--- src/hdl/hfac_regs.svh ---
// Timing counts and field constants for the half-flash converter host controller
`ifndef HFAC_REGS_SVH
`define HFAC_REGS_SVH

// ----------------------------------------------------------------
// Pin levels
// ----------------------------------------------------------------
`define HFAC_MODE_READ        1'b0
`define HFAC_MODE_WRRD        1'b1
`define HFAC_REF_CHANNEL      3'h7

// ----------------------------------------------------------------
// Times in ns and derived cycle counts at 40 ns per cycle
// ----------------------------------------------------------------
`define HFAC_CLK_PERIOD_NS    40
`define HFAC_WAKE_NS          360
`define HFAC_WAKE_CYC         ((`HFAC_WAKE_NS + `HFAC_CLK_PERIOD_NS - 1) / `HFAC_CLK_PERIOD_NS)
`define HFAC_ACQ_NS           260
`define HFAC_ACQ_CYC          ((`HFAC_ACQ_NS + `HFAC_CLK_PERIOD_NS - 1) / `HFAC_CLK_PERIOD_NS)
`define HFAC_WR_NS            400
`define HFAC_WR_CYC           ((`HFAC_WR_NS + `HFAC_CLK_PERIOD_NS - 1) / `HFAC_CLK_PERIOD_NS)
`define HFAC_CONV_TMO_NS      2000
`define HFAC_CONV_TMO_CYC     (`HFAC_CONV_TMO_NS / `HFAC_CLK_PERIOD_NS)
// Read strobe held this many extra cycles so data clears the two sync flops
`define HFAC_RD_HOLD_CYC      2
`define HFAC_CNT_W            6

`endif

--- src/hdl/hfac_pkg.sv ---
// Types for the half-flash converter host controller
package hfac_pkg;

	// ----------------------------------------------------------------
	// Sequencer states, one-hot
	// ----------------------------------------------------------------
	typedef enum logic [6:0] {
		HFAC_SLEEP = 7'b000_0001,
		HFAC_WAKE  = 7'b000_0010,
		HFAC_IDLE  = 7'b000_0100,
		HFAC_ACQ   = 7'b000_1000,
		HFAC_WRLO  = 7'b001_0000,
		HFAC_WAIT  = 7'b010_0000,
		HFAC_READ  = 7'b100_0000
	} hfac_state_t;

endpackage : hfac_pkg

--- src/hdl/hfac_host.sv ---
// Host controller driving the half-flash converter through its pins
`timescale 1ns/100ps
`include "hfac_regs.svh"

module hfac_host (
	input  wire logic       clk_sys,
	input  wire logic       rst_b,
	// User side
	input  wire logic       start,
	input  wire logic [2:0] chan,
	input  wire logic       mode_wrrd,
	input  wire logic       sleep_req,
	output logic            busy,
	output logic            done,
	output logic [7:0]      result,
	output logic            timeout,
	// Device pins
	output logic            mode_sel,
	output logic            cs_n,
	output logic            rd_n,
	output logic            wr_n_o,
	output logic            wr_n_oe_n,
	input  wire logic       wr_rdy_i,
	input  wire logic       int_n,
	input  wire logic [7:0] data_i,
	output logic            channel_addr_lsb,
	output logic            channel_addr_mid,
	output logic            channel_addr_msb,
	output logic            sleep_n
);

	// ----------------------------------------------------------------
	// Pin synchronisers
	// ----------------------------------------------------------------
	logic       int_s1_r,  int_s2_r;
	logic       rdy_s1_r,  rdy_s2_r;
	logic [7:0] dat_s1_r,  dat_s2_r;

	// Asynchronous pins pass two flops before use
	always_ff @(posedge clk_sys or negedge rst_b) begin
		if (!rst_b) begin
			int_s1_r <= 1'b1;
			int_s2_r <= 1'b1;
			rdy_s1_r <= 1'b1;
			rdy_s2_r <= 1'b1;
			dat_s1_r <= 8'h00;
			dat_s2_r <= 8'h00;
		end else begin
			int_s1_r <= int_n;
			int_s2_r <= int_s1_r;
			rdy_s1_r <= wr_rdy_i;
			rdy_s2_r <= rdy_s1_r;
			dat_s1_r <= data_i;
			dat_s2_r <= dat_s1_r;
		end
	end

	// ----------------------------------------------------------------
	// Sequencer
	// ----------------------------------------------------------------
	hfac_pkg::hfac_state_t     st_r, st_nxt;
	logic [`HFAC_CNT_W-1:0]    cnt_r, cnt_nxt;
	logic                      md_r, md_nxt;
	logic [2:0]                ch_r, ch_nxt;
	logic                      cs_n_r, cs_n_nxt, rd_n_r, rd_n_nxt, wr_n_r, wr_n_nxt;
	logic                      busy_r, busy_nxt, done_r, done_nxt, tmo_r, tmo_nxt;
	logic [7:0]                res_r, res_nxt;
	logic                      slp_n_r, slp_n_nxt;
	logic                      conv_end;

	// End of conversion: interrupt low, and in read mode ready back high as well
	assign conv_end = md_r ? !int_s2_r : (rdy_s2_r && !int_s2_r);

	always_comb begin
		st_nxt    = st_r;
		cnt_nxt   = cnt_r;
		md_nxt    = md_r;
		ch_nxt    = ch_r;
		cs_n_nxt  = cs_n_r;
		rd_n_nxt  = rd_n_r;
		wr_n_nxt  = wr_n_r;
		busy_nxt  = busy_r;
		done_nxt  = 1'b0;
		tmo_nxt   = 1'b0;
		res_nxt   = res_r;
		slp_n_nxt = slp_n_r;
		case (st_r)
			hfac_pkg::HFAC_SLEEP: begin
				cs_n_nxt = 1'b1;
				rd_n_nxt = 1'b1;
				wr_n_nxt = 1'b1;
				if (!sleep_req) begin
					slp_n_nxt = 1'b1;
					cnt_nxt   = `HFAC_CNT_W'(`HFAC_WAKE_CYC);
					st_nxt    = hfac_pkg::HFAC_WAKE;
				end
			end
			hfac_pkg::HFAC_WAKE: begin
				if (cnt_r != '0)
					cnt_nxt = cnt_r - `HFAC_CNT_W'(1);
				else
					st_nxt = hfac_pkg::HFAC_IDLE;
			end
			hfac_pkg::HFAC_IDLE: begin
				busy_nxt = 1'b0;
				if (sleep_req) begin
					// enter shutdown; sequencing restarts from idle
					slp_n_nxt = 1'b0;
					st_nxt    = hfac_pkg::HFAC_SLEEP;
				end else if (start) begin
					// address set, then held through acquisition
					ch_nxt   = chan;
					md_nxt   = mode_wrrd;
					busy_nxt = 1'b1;
					cnt_nxt  = `HFAC_CNT_W'(`HFAC_ACQ_CYC);
					st_nxt   = hfac_pkg::HFAC_ACQ;
				end
			end
			hfac_pkg::HFAC_ACQ: begin
				if (cnt_r != '0) begin
					cnt_nxt = cnt_r - `HFAC_CNT_W'(1);
				end else begin
					cs_n_nxt = 1'b0;
					if (md_r) begin
						wr_n_nxt = 1'b0;
						cnt_nxt  = `HFAC_CNT_W'(`HFAC_WR_CYC);
						st_nxt   = hfac_pkg::HFAC_WRLO;
					end else begin
						// read strobe low starts read-mode conversion
						rd_n_nxt = 1'b0;
						cnt_nxt  = `HFAC_CNT_W'(`HFAC_CONV_TMO_CYC);
						st_nxt   = hfac_pkg::HFAC_WAIT;
					end
				end
			end
			hfac_pkg::HFAC_WRLO: begin
				if (cnt_r != '0) begin
					cnt_nxt = cnt_r - `HFAC_CNT_W'(1);
				end else begin
					wr_n_nxt = 1'b1;
					cnt_nxt  = `HFAC_CNT_W'(`HFAC_CONV_TMO_CYC);
					st_nxt   = hfac_pkg::HFAC_WAIT;
				end
			end
			hfac_pkg::HFAC_WAIT: begin
				// wait for interrupt low, bounded by a timeout
				if (conv_end) begin
					rd_n_nxt = 1'b0;
					cnt_nxt  = `HFAC_CNT_W'(`HFAC_RD_HOLD_CYC);
					st_nxt   = hfac_pkg::HFAC_READ;
				end else if (cnt_r == '0) begin
					tmo_nxt  = 1'b1;
					cs_n_nxt = 1'b1;
					rd_n_nxt = 1'b1;
					st_nxt   = hfac_pkg::HFAC_IDLE;
				end else begin
					cnt_nxt = cnt_r - `HFAC_CNT_W'(1);
				end
			end
			hfac_pkg::HFAC_READ: begin
				// Data passes two sync flops, so hold read low long enough
				if (cnt_r != '0) begin
					cnt_nxt = cnt_r - `HFAC_CNT_W'(1);
				end else begin
					// bit order kept, latched until next result
					res_nxt  = dat_s2_r;
					done_nxt = 1'b1;
					// rising select and read clear the interrupt
					cs_n_nxt = 1'b1;
					rd_n_nxt = 1'b1;
					st_nxt   = hfac_pkg::HFAC_IDLE;
				end
			end
			default: st_nxt = hfac_pkg::HFAC_IDLE;
		endcase
	end

	// Registered state; device is awake and idle after reset
	always_ff @(posedge clk_sys or negedge rst_b) begin
		if (!rst_b) begin
			st_r    <= hfac_pkg::HFAC_IDLE;
			cnt_r   <= '0;
			md_r    <= `HFAC_MODE_READ;
			ch_r    <= 3'h0;
			cs_n_r  <= 1'b1;
			rd_n_r  <= 1'b1;
			wr_n_r  <= 1'b1;
			busy_r  <= 1'b0;
			done_r  <= 1'b0;
			tmo_r   <= 1'b0;
			res_r   <= 8'h00;
			slp_n_r <= 1'b1;
		end else begin
			st_r    <= st_nxt;
			cnt_r   <= cnt_nxt;
			md_r    <= md_nxt;
			ch_r    <= ch_nxt;
			cs_n_r  <= cs_n_nxt;
			rd_n_r  <= rd_n_nxt;
			wr_n_r  <= wr_n_nxt;
			busy_r  <= busy_nxt;
			done_r  <= done_nxt;
			tmo_r   <= tmo_nxt;
			res_r   <= res_nxt;
			slp_n_r <= slp_n_nxt;
		end
	end

	// ----------------------------------------------------------------
	// Outputs
	// ----------------------------------------------------------------
	// mode always driven; shared pin driven only in write-read
	assign mode_sel         = md_r;
	assign wr_n_o           = wr_n_r;
	assign wr_n_oe_n        = ~md_r;
	assign cs_n             = cs_n_r;
	assign rd_n             = rd_n_r;
	// channel 7 selects the reference check channel
	assign channel_addr_lsb = ch_r[0];
	assign channel_addr_mid = ch_r[1];
	assign channel_addr_msb = ch_r[2];
	assign sleep_n          = slp_n_r;
	assign busy             = busy_r;
	assign done             = done_r;
	assign result           = res_r;
	assign timeout          = tmo_r;
endmodule : hfac_host

--- config.mk ---
export PLATFORM = sky130hd
export DESIGN_NAME = hfac_host
export DESIGN_NICKNAME = d
export VERILOG_FILES = /design/src/hdl/hfac_pkg.sv /design/src/hdl/hfac_host.sv
export VERILOG_INCLUDE_DIRS = /design/src /design/src/hdl
export SDC_FILE = /design/constraint.sdc
export NUM_CORES = 1
export LEC_CHECK = 0
export BUFFER_PORTS_ARGS = -buffer_cell sky130_fd_sc_hd__buf_2
export CAP_MARGIN = 20
export CELL_PAD_IN_SITES_DETAIL_PLACEMENT = 1
export CELL_PAD_IN_SITES_GLOBAL_PLACEMENT = 1
export CORE_ASPECT_RATIO = 0.6
export CORE_MARGIN = 2
export CORE_UTILIZATION = 43
export CTS_BUF_LIST = sky130_fd_sc_hd__clkbuf_16
export DETAILED_ROUTE_END_ITERATION = 6
export PLACE_DENSITY_LB_ADDON = 0.3
export RECOVER_POWER = 100
export SYNTH_ARGS = -nofsm -noshare
export SYNTH_HDL_FRONTEND = slang
export SYNTH_SLANG_ARGS = --single-unit
--- constraint.sdc ---
create_clock -name clk_sys -period 3 [get_ports clk_sys]
set_input_delay 0.6 -clock clk_sys [delete_from_list [all_inputs] [get_ports clk_sys]]
set_output_delay 0.6 -clock clk_sys [all_outputs]
set_load 0.05 [all_outputs]
After elaboration in Yosys (flattened, before gate mapping) --
Index checks and enable logic that the tools add are counted.
Storage, ports and cells: bits in registers 52, bits in latches 0, bits in writable memories 0, memory bits (read-only) 0, input bits 18, word-level logic and storage cells 105, memories kept 0
Operators by class: add/sub/neg operators 1, $mul 0, divide/modulo/power cells 0, $lt $le $gt $ge 0, equality and inequality tests 23, shift-type cells 0, mux-type cells 43, bitwise logic cells 3, reduce and logical (&&, ||, !) cells 17
Operators by type and width (number):
- $mux 6 | 10
- $mux 7 | 8
- $pmux 7 s6 | 1
- $pmux 6 s6 | 1
- $ne 2x2->1 const B | 12
- $mux 1 | 19
- $reduce_and 6->1 | 2
- $reduce_bool 6->1 | 2
- $reduce_and 5->1 | 2
- $ne 3x3->1 const B | 3
- $pmux 1 s4 | 2
- $eq 7x1->1 const B | 1
- $eq 7x2->1 const B | 1
- $eq 7x3->1 const B | 1
- $eq 7x4->1 const B | 1
- $eq 7x5->1 const B | 1
- $eq 7x6->1 const B | 1
- $eq 7x7->1 const B | 1
- $logic_not 6->1 | 1
- $reduce_and 3->1 | 2
- $sub 6x1->6 const B | 1
- $reduce_and 4->1 | 1
- $reduce_bool 4->1 | 1
- $not 1->1 | 3
- 9 further kinds | 9

Longest topological paths before layout --
Gate-level depths: netlist of the first run.
word-level depth 5, mapped depth 9

Least setup slack after synthesis of the first run --
Ideal clock, no wire load.
kind reg-to-reg, start point register st_r[6], end point register cnt_r[0], library setup time 0.128 ns, data arrival time 2.240 ns, slack 0.632 ns, cell stages (with the launch flop) 8, buffers on the path 2, clock period less this slack 2.368 ns, cell sequence dfrtp_1 -> buf_6 -> or3_4 -> or4_4 -> buf_6 -> nor3b_4 -> o32ai_2 -> mux2_1
On the way: longest elaborated chain between the ends 4
RTL lines:
- from (decl) | RTL line hfac_host.sv:61 | hfac_pkg::hfac_state_t st_r, st_nxt;
- from (signal assigned) | RTL line hfac_host.sv:181 | st_r <= hfac_pkg::HFAC_IDLE;
- from (signal assigned) | RTL line hfac_host.sv:194 | st_r <= st_nxt;
- $eq 7x7->1 / $eq 7x2->1 (equally long branches) | RTL line hfac_host.sv:87 | case (st_r)
- $reduce_or 2->1 (no source line)
- $reduce_bool 6->1 (no source line) / $ne 2x1->1 (equally long branches)
- $reduce_and 6->1 (no source line)
- to (signal assigned) | RTL line hfac_host.sv:195 | cnt_r <= cnt_nxt;
- to (decl) | RTL line hfac_host.sv:62 | logic [`HFAC_CNT_W-1:0] cnt_r, cnt_nxt;
Parallel ways exist; a longest one is shown, timed or not. A chain may end at the register's enable or synchronous reset.

Worst setup path after layout of the first run --
start point register st_r[5], end point register cnt_r[0]
Same word-level chain as after synthesis.

==> reports/metrics.csv, run 1 <==
stage,metric,value,unit
global_routing,grt_antenna_before_repair,0,
global_routing,grt_pass1_vias,1817,
logic_synthesis,synth_compound_area_share,14.9,%
cts,cts_post_setup_buffers_inserted,0,
setup_path,start_kind,flop,
setup_path,crit_family,simple AND/OR/NAND/NOR gates,
cts,cts-htree-levels,2,
min_path,hold_path_class,reg2reg,
setup_path,r2r_cells,5,
sta,finalHoldViolations,0,
layout,drive_above_1_share,16.5,%
logic_synthesis,synth.net_count,240,
logic_synthesis,synth-edff-count,0,
logic_synthesis,synth_top_area_share,47.3,%
detailed_routing,vias_per_cell,5.58,
floorplan,initial_core_util,44.8,%
placement,pre_cts_ws,415,ps
min_path,min_to,dat_s2_r[7],
logic_synthesis,ys_async_sr_fraction,100,%
outcome,status,"complete, no violations",
min_path,whs_path_depth,0,
logic_synthesis,synth_top_cells_by_area,"dfrtp_1 47%, dfstp_2 10%, nand2_1 7.9%, o21ai_0 3.5%, nand2b_1 2.2%",
global_routing,grt_usage,22.4,%
global_routing,grt.overflow.total,0,
logic_synthesis,synth_cells,221,
setup_path,path_max_fanout,12,
detailed_routing,vias,1824,
logic_synthesis,yosys.area_share.xor_xnor,1.16,%
cts,cts_num_sinks,52,
setup_path,crit_path_cell_trace,"or3_1, or4_4, nor3b_4, o32ai_2, mux2_1",
floorplan,die-area,5900,um^2
sta,max_clock_freq,374,MHz
cts,cts_buffers,5,
detailed_routing,drtPass1Iterations,4,
placement,globalplace.congestion,0.865,
floorplan,rows,20,
logic_synthesis,ys.flop_type,dfrtp_1,
setup_path,worstSetupPathType,reg2reg,
sta,holdWs,352,ps
cts,clk_path_buf_depth,2,
logic_synthesis,netlist_area,2270,um^2
global_routing,grt_first_pass_wirelength,9.80,mm
power,vdd_drop_max,0.364,mV
logic_synthesis,yosys.area_share.simple,21.5,%
logic_synthesis,synth.avg_cell_area,10.3,um^2
placement,hpwl,4.52,mm
setup_path,slowest_stage,or4_4,
sta,finClkSkew,8.44,ps
cts,postCtsHoldBufs,0,
setup_path,endpoint_kind,flop,
power,p_leak,1.25,nW
layout,antenna_cells,0,
sta,worst_pin_slew,924,ps
sta,slew_headroom,38.4,%
setup_path,arrival,2840,ps
layout,fin_util,52.2,%
placement,placed_cell_area,2530,um^2
power,powerDensity,975,nW/um^2
setup_path,r2r-start,st_r[5],
cts,cts_resized,0,
setup_path,crit_required,3170,ps
detailed_routing,wl_per_cell,19.1,um
detailed_routing,drc_errors,0,
detailed_routing,postRouteAntennaNets,0,
logic_synthesis,synth_top_family_by_area,simple AND/OR/NAND/NOR gates,
placement,place.port_buffers,37,
logic_synthesis,yosys_warnings,0,
sta,worst_slack,330,ps
setup_path,reg2reg_setup_slack,330,ps
power,power.total,2.59,mW
sta,slew_viol_final,0,
floorplan,fp.dieH,60.3,um
logic_synthesis,yosys.area.top_type,dfrtp_1,
setup_path,reg2reg_to,cnt_r[0],
logic_synthesis,synth.area.mux_share,0.495,%
setup_path,crit_path_max_incr_delay,590,ps
sta,min_period_over_period,89.0,%
detailed_routing,drt-initial-drc-count,152,
floorplan,core,5080,um^2
cts,clockRootBuffer,clkbuf_16,
global_routing,grt_max_degree,40,
logic_synthesis,yosys.area_share.adder,0.550,%
layout,stdcell_count,327,
logic_synthesis,yosysSeqAreaShare,57.7,%
sta,finalSetupViolCount,0,
sta,finalCriticalPeriod,2670,ps
logic_synthesis,yosysUniqueCellTypes,50,
placement,placedCellCount,319,
setup_path,worst-path-buf-inv,0,
cts,clk_latency,290,ps
logic_synthesis,ys_ff_latch,52,
floorplan,die_x,97.9,um
layout,nets,279,
cts,clk_pin_slew,70,ps
sta,rsz0062_at_grt,false,
min_path,holdCritStartpoint,dat_s1_r[7],
layout,post-route-cell-area,2650,um^2
layout,area_growth,16.7,%
detailed_routing,drt-total-wl,6.24,mm
sta,tns,0,ps
layout,fillers,588,
run,max_cap_viol_count,0,
floorplan,ioPinCount,38,
cts,cts_tree,done,
-- layout by cell type, fill, tap and decap left out, types with 2 or more instances in the layout --
| cell | instances |
|---|---|
| dfrtp_1 | 43 |
| nor3_1 | 7 |
| or2_2 | 2 |
| a211oi_1 | 2 |
| a21oi_1 | 5 |
| inv_1 | 7 |
| xor2_1 | 2 |
| nand3_1 | 2 |
| or3_1 | 3 |
| o21ai_0 | 16 |
| buf_4 | 4 |
| nor3b_1 | 2 |
| o22ai_1 | 2 |
| clkbuf_1 | 23 |
| clkbuf_16 | 5 |
| nor4_1 | 3 |
| a22oi_1 | 2 |
| nand2b_1 | 8 |
| a31oi_1 | 4 |
| nor2b_1 | 3 |
| o31ai_1 | 2 |
| a2111oi_0 | 2 |
| nand2_1 | 48 |
| buf_2 | 15 |
| nand3b_1 | 3 |
| nor2_1 | 7 |
| dfstp_2 | 9 |
| a21o_1 | 4 |
-- routing by layer --
layer  vias to the layer above  track usage, %  wire [um]
met1                       909            31.3       2860
met2                        67            34.2       2760
met4                         0            5.16         31
met5                         -               0          0
met3                         7            7.95        595
li1                        841               -          -
-- Yosys cell counts, types with 2 or more instances --
cell	number
nor4_1	3
o21ai_0	16
nand2b_1	8
nand2_1	48
a31oi_1	4
nor3b_1	2
buf_6	2
clkbuf_1	7
xor2_1	2
a21o_1	4
or2_2	2
nor3_1	7
or3_1	2
nand3_1	2
buf_2	2
a21oi_1	5
dfstp_2	9
nor2_1	7
o22ai_1	2
nor2b_1	3
inv_1	6
nand3b_1	3
o31ai_1	2
dfrtp_1	43
a22oi_1	2
a2111oi_0	2
a211oi_1	2
and2_1	2
-- worst max path at each step --
stage | startpoint | endpoint | slack, ps | depth (start not counted)
2_1_floorplan | st_r[6] | cnt_r[0] | 630 | 7
3_3_place_gp | st_r[5] | cnt_r[0] | 500 | 5
3_5_place_dp | st_r[5] | cnt_r[0] | 410 | 5
4_1_cts | st_r[5] | cnt_r[0] | 390 | 5
5_1_grt | st_r[5] | cnt_r[3] | 100 | 6
6_report | st_r[5] | cnt_r[0] | 330 | 5
-- kinds of logic (layout without fill, tap and decap cells) --
group,Yosys count,after routing
AND/OR/NAND/NOR,96,96
XOR/XNOR,3,3
adder cells (fa/ha/maj),1,1
AO/OA/AOI/OAI,50,50
buffers and inverters,18,58
multiplexers,1,1
flip-flops,52,52
-- state kept, by name, indices dropped and copies added (netlist names), 3 cells and up --
register / cells
dat_s1_r: 8
dat_s2_r: 8
result: 8
st_r: 7
cnt_r: 6
ch_r: 3
-- area by class of cell --
type / instances / area, um^2 / area share [%]
clock inverters: 3 / 38.8 / 1.46
inverters: 7 / 26.3 / 0.991
clock buffers: 5 / 125 / 4.72
repair buffers: 43 / 196 / 7.41
multi-input cells: 151 / 871 / 32.8
flip-flops and latches: 52 / 1310 / 49.5
well taps: 66 / 82.6 / 3.11
-- power breakdown --
group | internal [mW] | leakage (nW) | switching (mW)
Clock | 0.389 | 0.0850 | 0.239
Combinational | 0.302 | 0.521 | 0.665
Sequential | 0.846 | 0.640 | 0.144
Total | 1.54 | 1.25 | 1.05
No activity file was read; power rests on OpenSTA's default activity.
==> run 2: changes to the inputs <==
PLACE_DENSITY_LB_ADDON = 0.25   (was 0.3)
==> run 2 against run 1 <==
Net effect:
- register-to-register slack worse by 40 ps
- utilization is 0.86 points higher
- wire length is 3.0% lower
- power is 3.7% higher
- flip-flop and latch count stayed put
- die area stayed put
- via count is 0.60% lower
- sequential share of layout area is 0.80 points lower
- combinational power hardly changed
- hold slack worse by 1.4 ps
- sequential power is 0.8% lower
- clock skew is 2.1 ps lower
==> reports/metrics.csv, run 2 (synthesis gave the netlist of run 1 again) <==
stage,metric,value,unit,change
outcome,status,"complete, no violations",,
sta,slew_viol_final,0,,unchanged
layout,drive_above_1_share,17.0,%,+0.57 points
power,clkPwrFrac,27.2,%,+2.9 points
power,vdd_drop_max,0.432,mV,+19%
placement,place.port_buffers,37,,unchanged
power,p_int,1.64,mW,+6.5%
sta,tns,0,ps,unchanged
cts,clk_path_buf_depth,2,,unchanged
global_routing,grt_antenna_before_repair,0,,unchanged
power,seqPwrFrac,36.6,%,-1.7 points
cts,clk_latency,290,ps,about the same
setup_path,endpoint_kind,flop,,
sta,worst_slack,293,ps,-37.1 ps
layout,mostFrequentLayoutCell,nand2_1,,
setup_path,start_kind,flop,,
sta,finalSetupViolCount,0,,unchanged
detailed_routing,drt-initial-drc-count,91,,-40%
global_routing,grt_usage,22.8,%,+0.40 points
power,p_sw,1.04,mW,-0.50%
global_routing,grt.overflow.total,0,,unchanged
floorplan,core,5080,um^2,unchanged
floorplan,die-area,5900,um^2,unchanged
cts,clockRootBuffer,clkbuf_16,,
detailed_routing,wl_per_cell,18.3,um,-3.9%
min_path,hold_path_class,reg2reg,,
sta,max_clock_freq,369,MHz,-1.4%
cts,cts_num_sinks,52,,unchanged
cts,cts_resized,0,,unchanged
run,max_cap_viol_count,0,,unchanged
cts,cts_post_setup_buffers_inserted,0,,unchanged
layout,area_growth,18.6,%,
setup_path,critPathLaunch,cnt_r[0],,
cts,clk_pin_slew,70,ps,about the same
power,powerDensity,994,nW/um^2,+2.0%
layout,nets,282,,+1.1%
placement,pre_cts_ws,407,ps,-8.16 ps
power,p_sw_share,38.9,%,-1.6 points
layout,antenna_cells,0,,unchanged
power,p_leak,1.27,nW,+1.7%
cts,cts_buffers,5,,unchanged
layout,final_cell_mix,"48 x nand2_1, 43 x dfrtp_1, 24 x clkbuf_1",,
sta,finClkSkew,6.32,ps,-2.12 ps
floorplan,rows,20,,unchanged
global_routing,grt_max_degree,22,,-45%
detailed_routing,drt-total-wl,6.05,mm,-3.0%
floorplan,die_x,97.9,um,unchanged
layout,fillers,587,,-0.17%
floorplan,fp.dieH,60.3,um,unchanged
sta,slew_headroom,22.5,%,-16 points
detailed_routing,postRouteAntennaNets,0,,unchanged
placement,globalplace.congestion,0.937,,+8.3%
sta,finalCriticalPeriod,2710,ps,+37.1 ps
global_routing,grt_pass1_vias,1797,,-1.1%
min_path,holdCritStartpoint,dat_s1_r[1],,
detailed_routing,vias,1813,,-0.60%
sta,worst_pin_slew,1160,ps,+238 ps
setup_path,r2r-start,cnt_r[0],,
setup_path,worstSetupPathType,reg2reg,,
cts,cts_tree,done,,
placement,hpwl,4.41,mm,-2.4%
power,power.total,2.68,mW,+3.7%
sta,holdWs,350,ps,-1.37 ps
floorplan,initial_core_util,44.8,%,unchanged
cts,cts-htree-levels,2,,unchanged
power,combPwrFrac,36.1,%,-1.3 points
setup_path,arrival,2840,ps,about the same
sta,finalHoldViolations,0,,unchanged
cts,postCtsHoldBufs,0,,unchanged
floorplan,ioPinCount,38,,unchanged
sta,rsz0062_at_grt,false,,
setup_path,path_max_fanout,9,,-3
detailed_routing,vias_per_cell,5.49,,-1.5%
sta,min_period_over_period,90.2,%,+1.2 points
global_routing,grt_first_pass_wirelength,9.87,mm,+0.70%
detailed_routing,drtPass1Iterations,4,,unchanged
setup_path,reg2reg_setup_slack,290,ps,-40 ps
setup_path,crit_required,3140,ps,-30 ps
detailed_routing,drc_errors,0,,unchanged
-- run 2: through the flow --
stage	utilization, %	cells	cell area, um^2
floorplan	-	221	2270
global placement	50.2	322	2550
detailed placement	50.2	322	2550
CTS	53.9	330	2740
global route	53.1	330	2700
finish	53.1	330	2700
-- run 2: power groups by stage --
| stage | logic [mW] | registers, mW | clock network, mW |
|---|---|---|---|
| after floorplan | 0.560 | 1.11 | 0 |
| after global placement | 0.957 | 0.985 | 0 |
| after detailed placement | 0.976 | 0.990 | 0 |
| after CTS | 0.994 | 0.980 | 0.741 |
| after global routing | 1.06 | 1.00 | 0.768 |
| final | 0.969 | 0.982 | 0.729 |
-- run 2: layout make-up --
| cell class | count | area, um^2 | area share [%] |
|---|---|---|---|
| clock buffer | 5 | 125 | 4.64 |
| multi-input combinational | 151 | 871 | 32.3 |
| sequential | 52 | 1310 | 48.7 |
| inverter | 7 | 26.3 | 0.974 |
| clock inverter | 3 | 63.8 | 2.37 |
| tap | 66 | 82.6 | 3.06 |
| timing repair buffer | 46 | 215 | 7.98 |
-- run 2: worst max-delay path, cell delays in order (launching register included) --
cell	delay (ps)
dfrtp_1	410
inv_1	100
ha_1	200
nor3b_1	440
and2_0	540
a21oi_1	80
clkbuf_1	240
o41ai_1	530
-- run 2: final timing paths --
kind | end | depth (start not counted)
max in group asynchronous | st_r[0] | 2
worst min-delay path | dat_s2_r[1] | 0
worst min register to register | dat_s2_r[1] | 0
worst max-delay path | st_r[4] | 7
worst max register to register | st_r[4] | 7
min in group asynchronous | st_r[6] | 1
-- run 2: layer usage --
layer  routed length, um  part of all wire [%]  global-route usage (%)  vias to the layer above
met5                   0                     0                       0                        -
met4                 116                   1.9                    10.1                        0
met3                 355                   5.9                    4.91                       10
met2                2590                    43                    32.6                       49
met1                2990                    49                    33.8                      901
li1                    -                     -                       -                      853
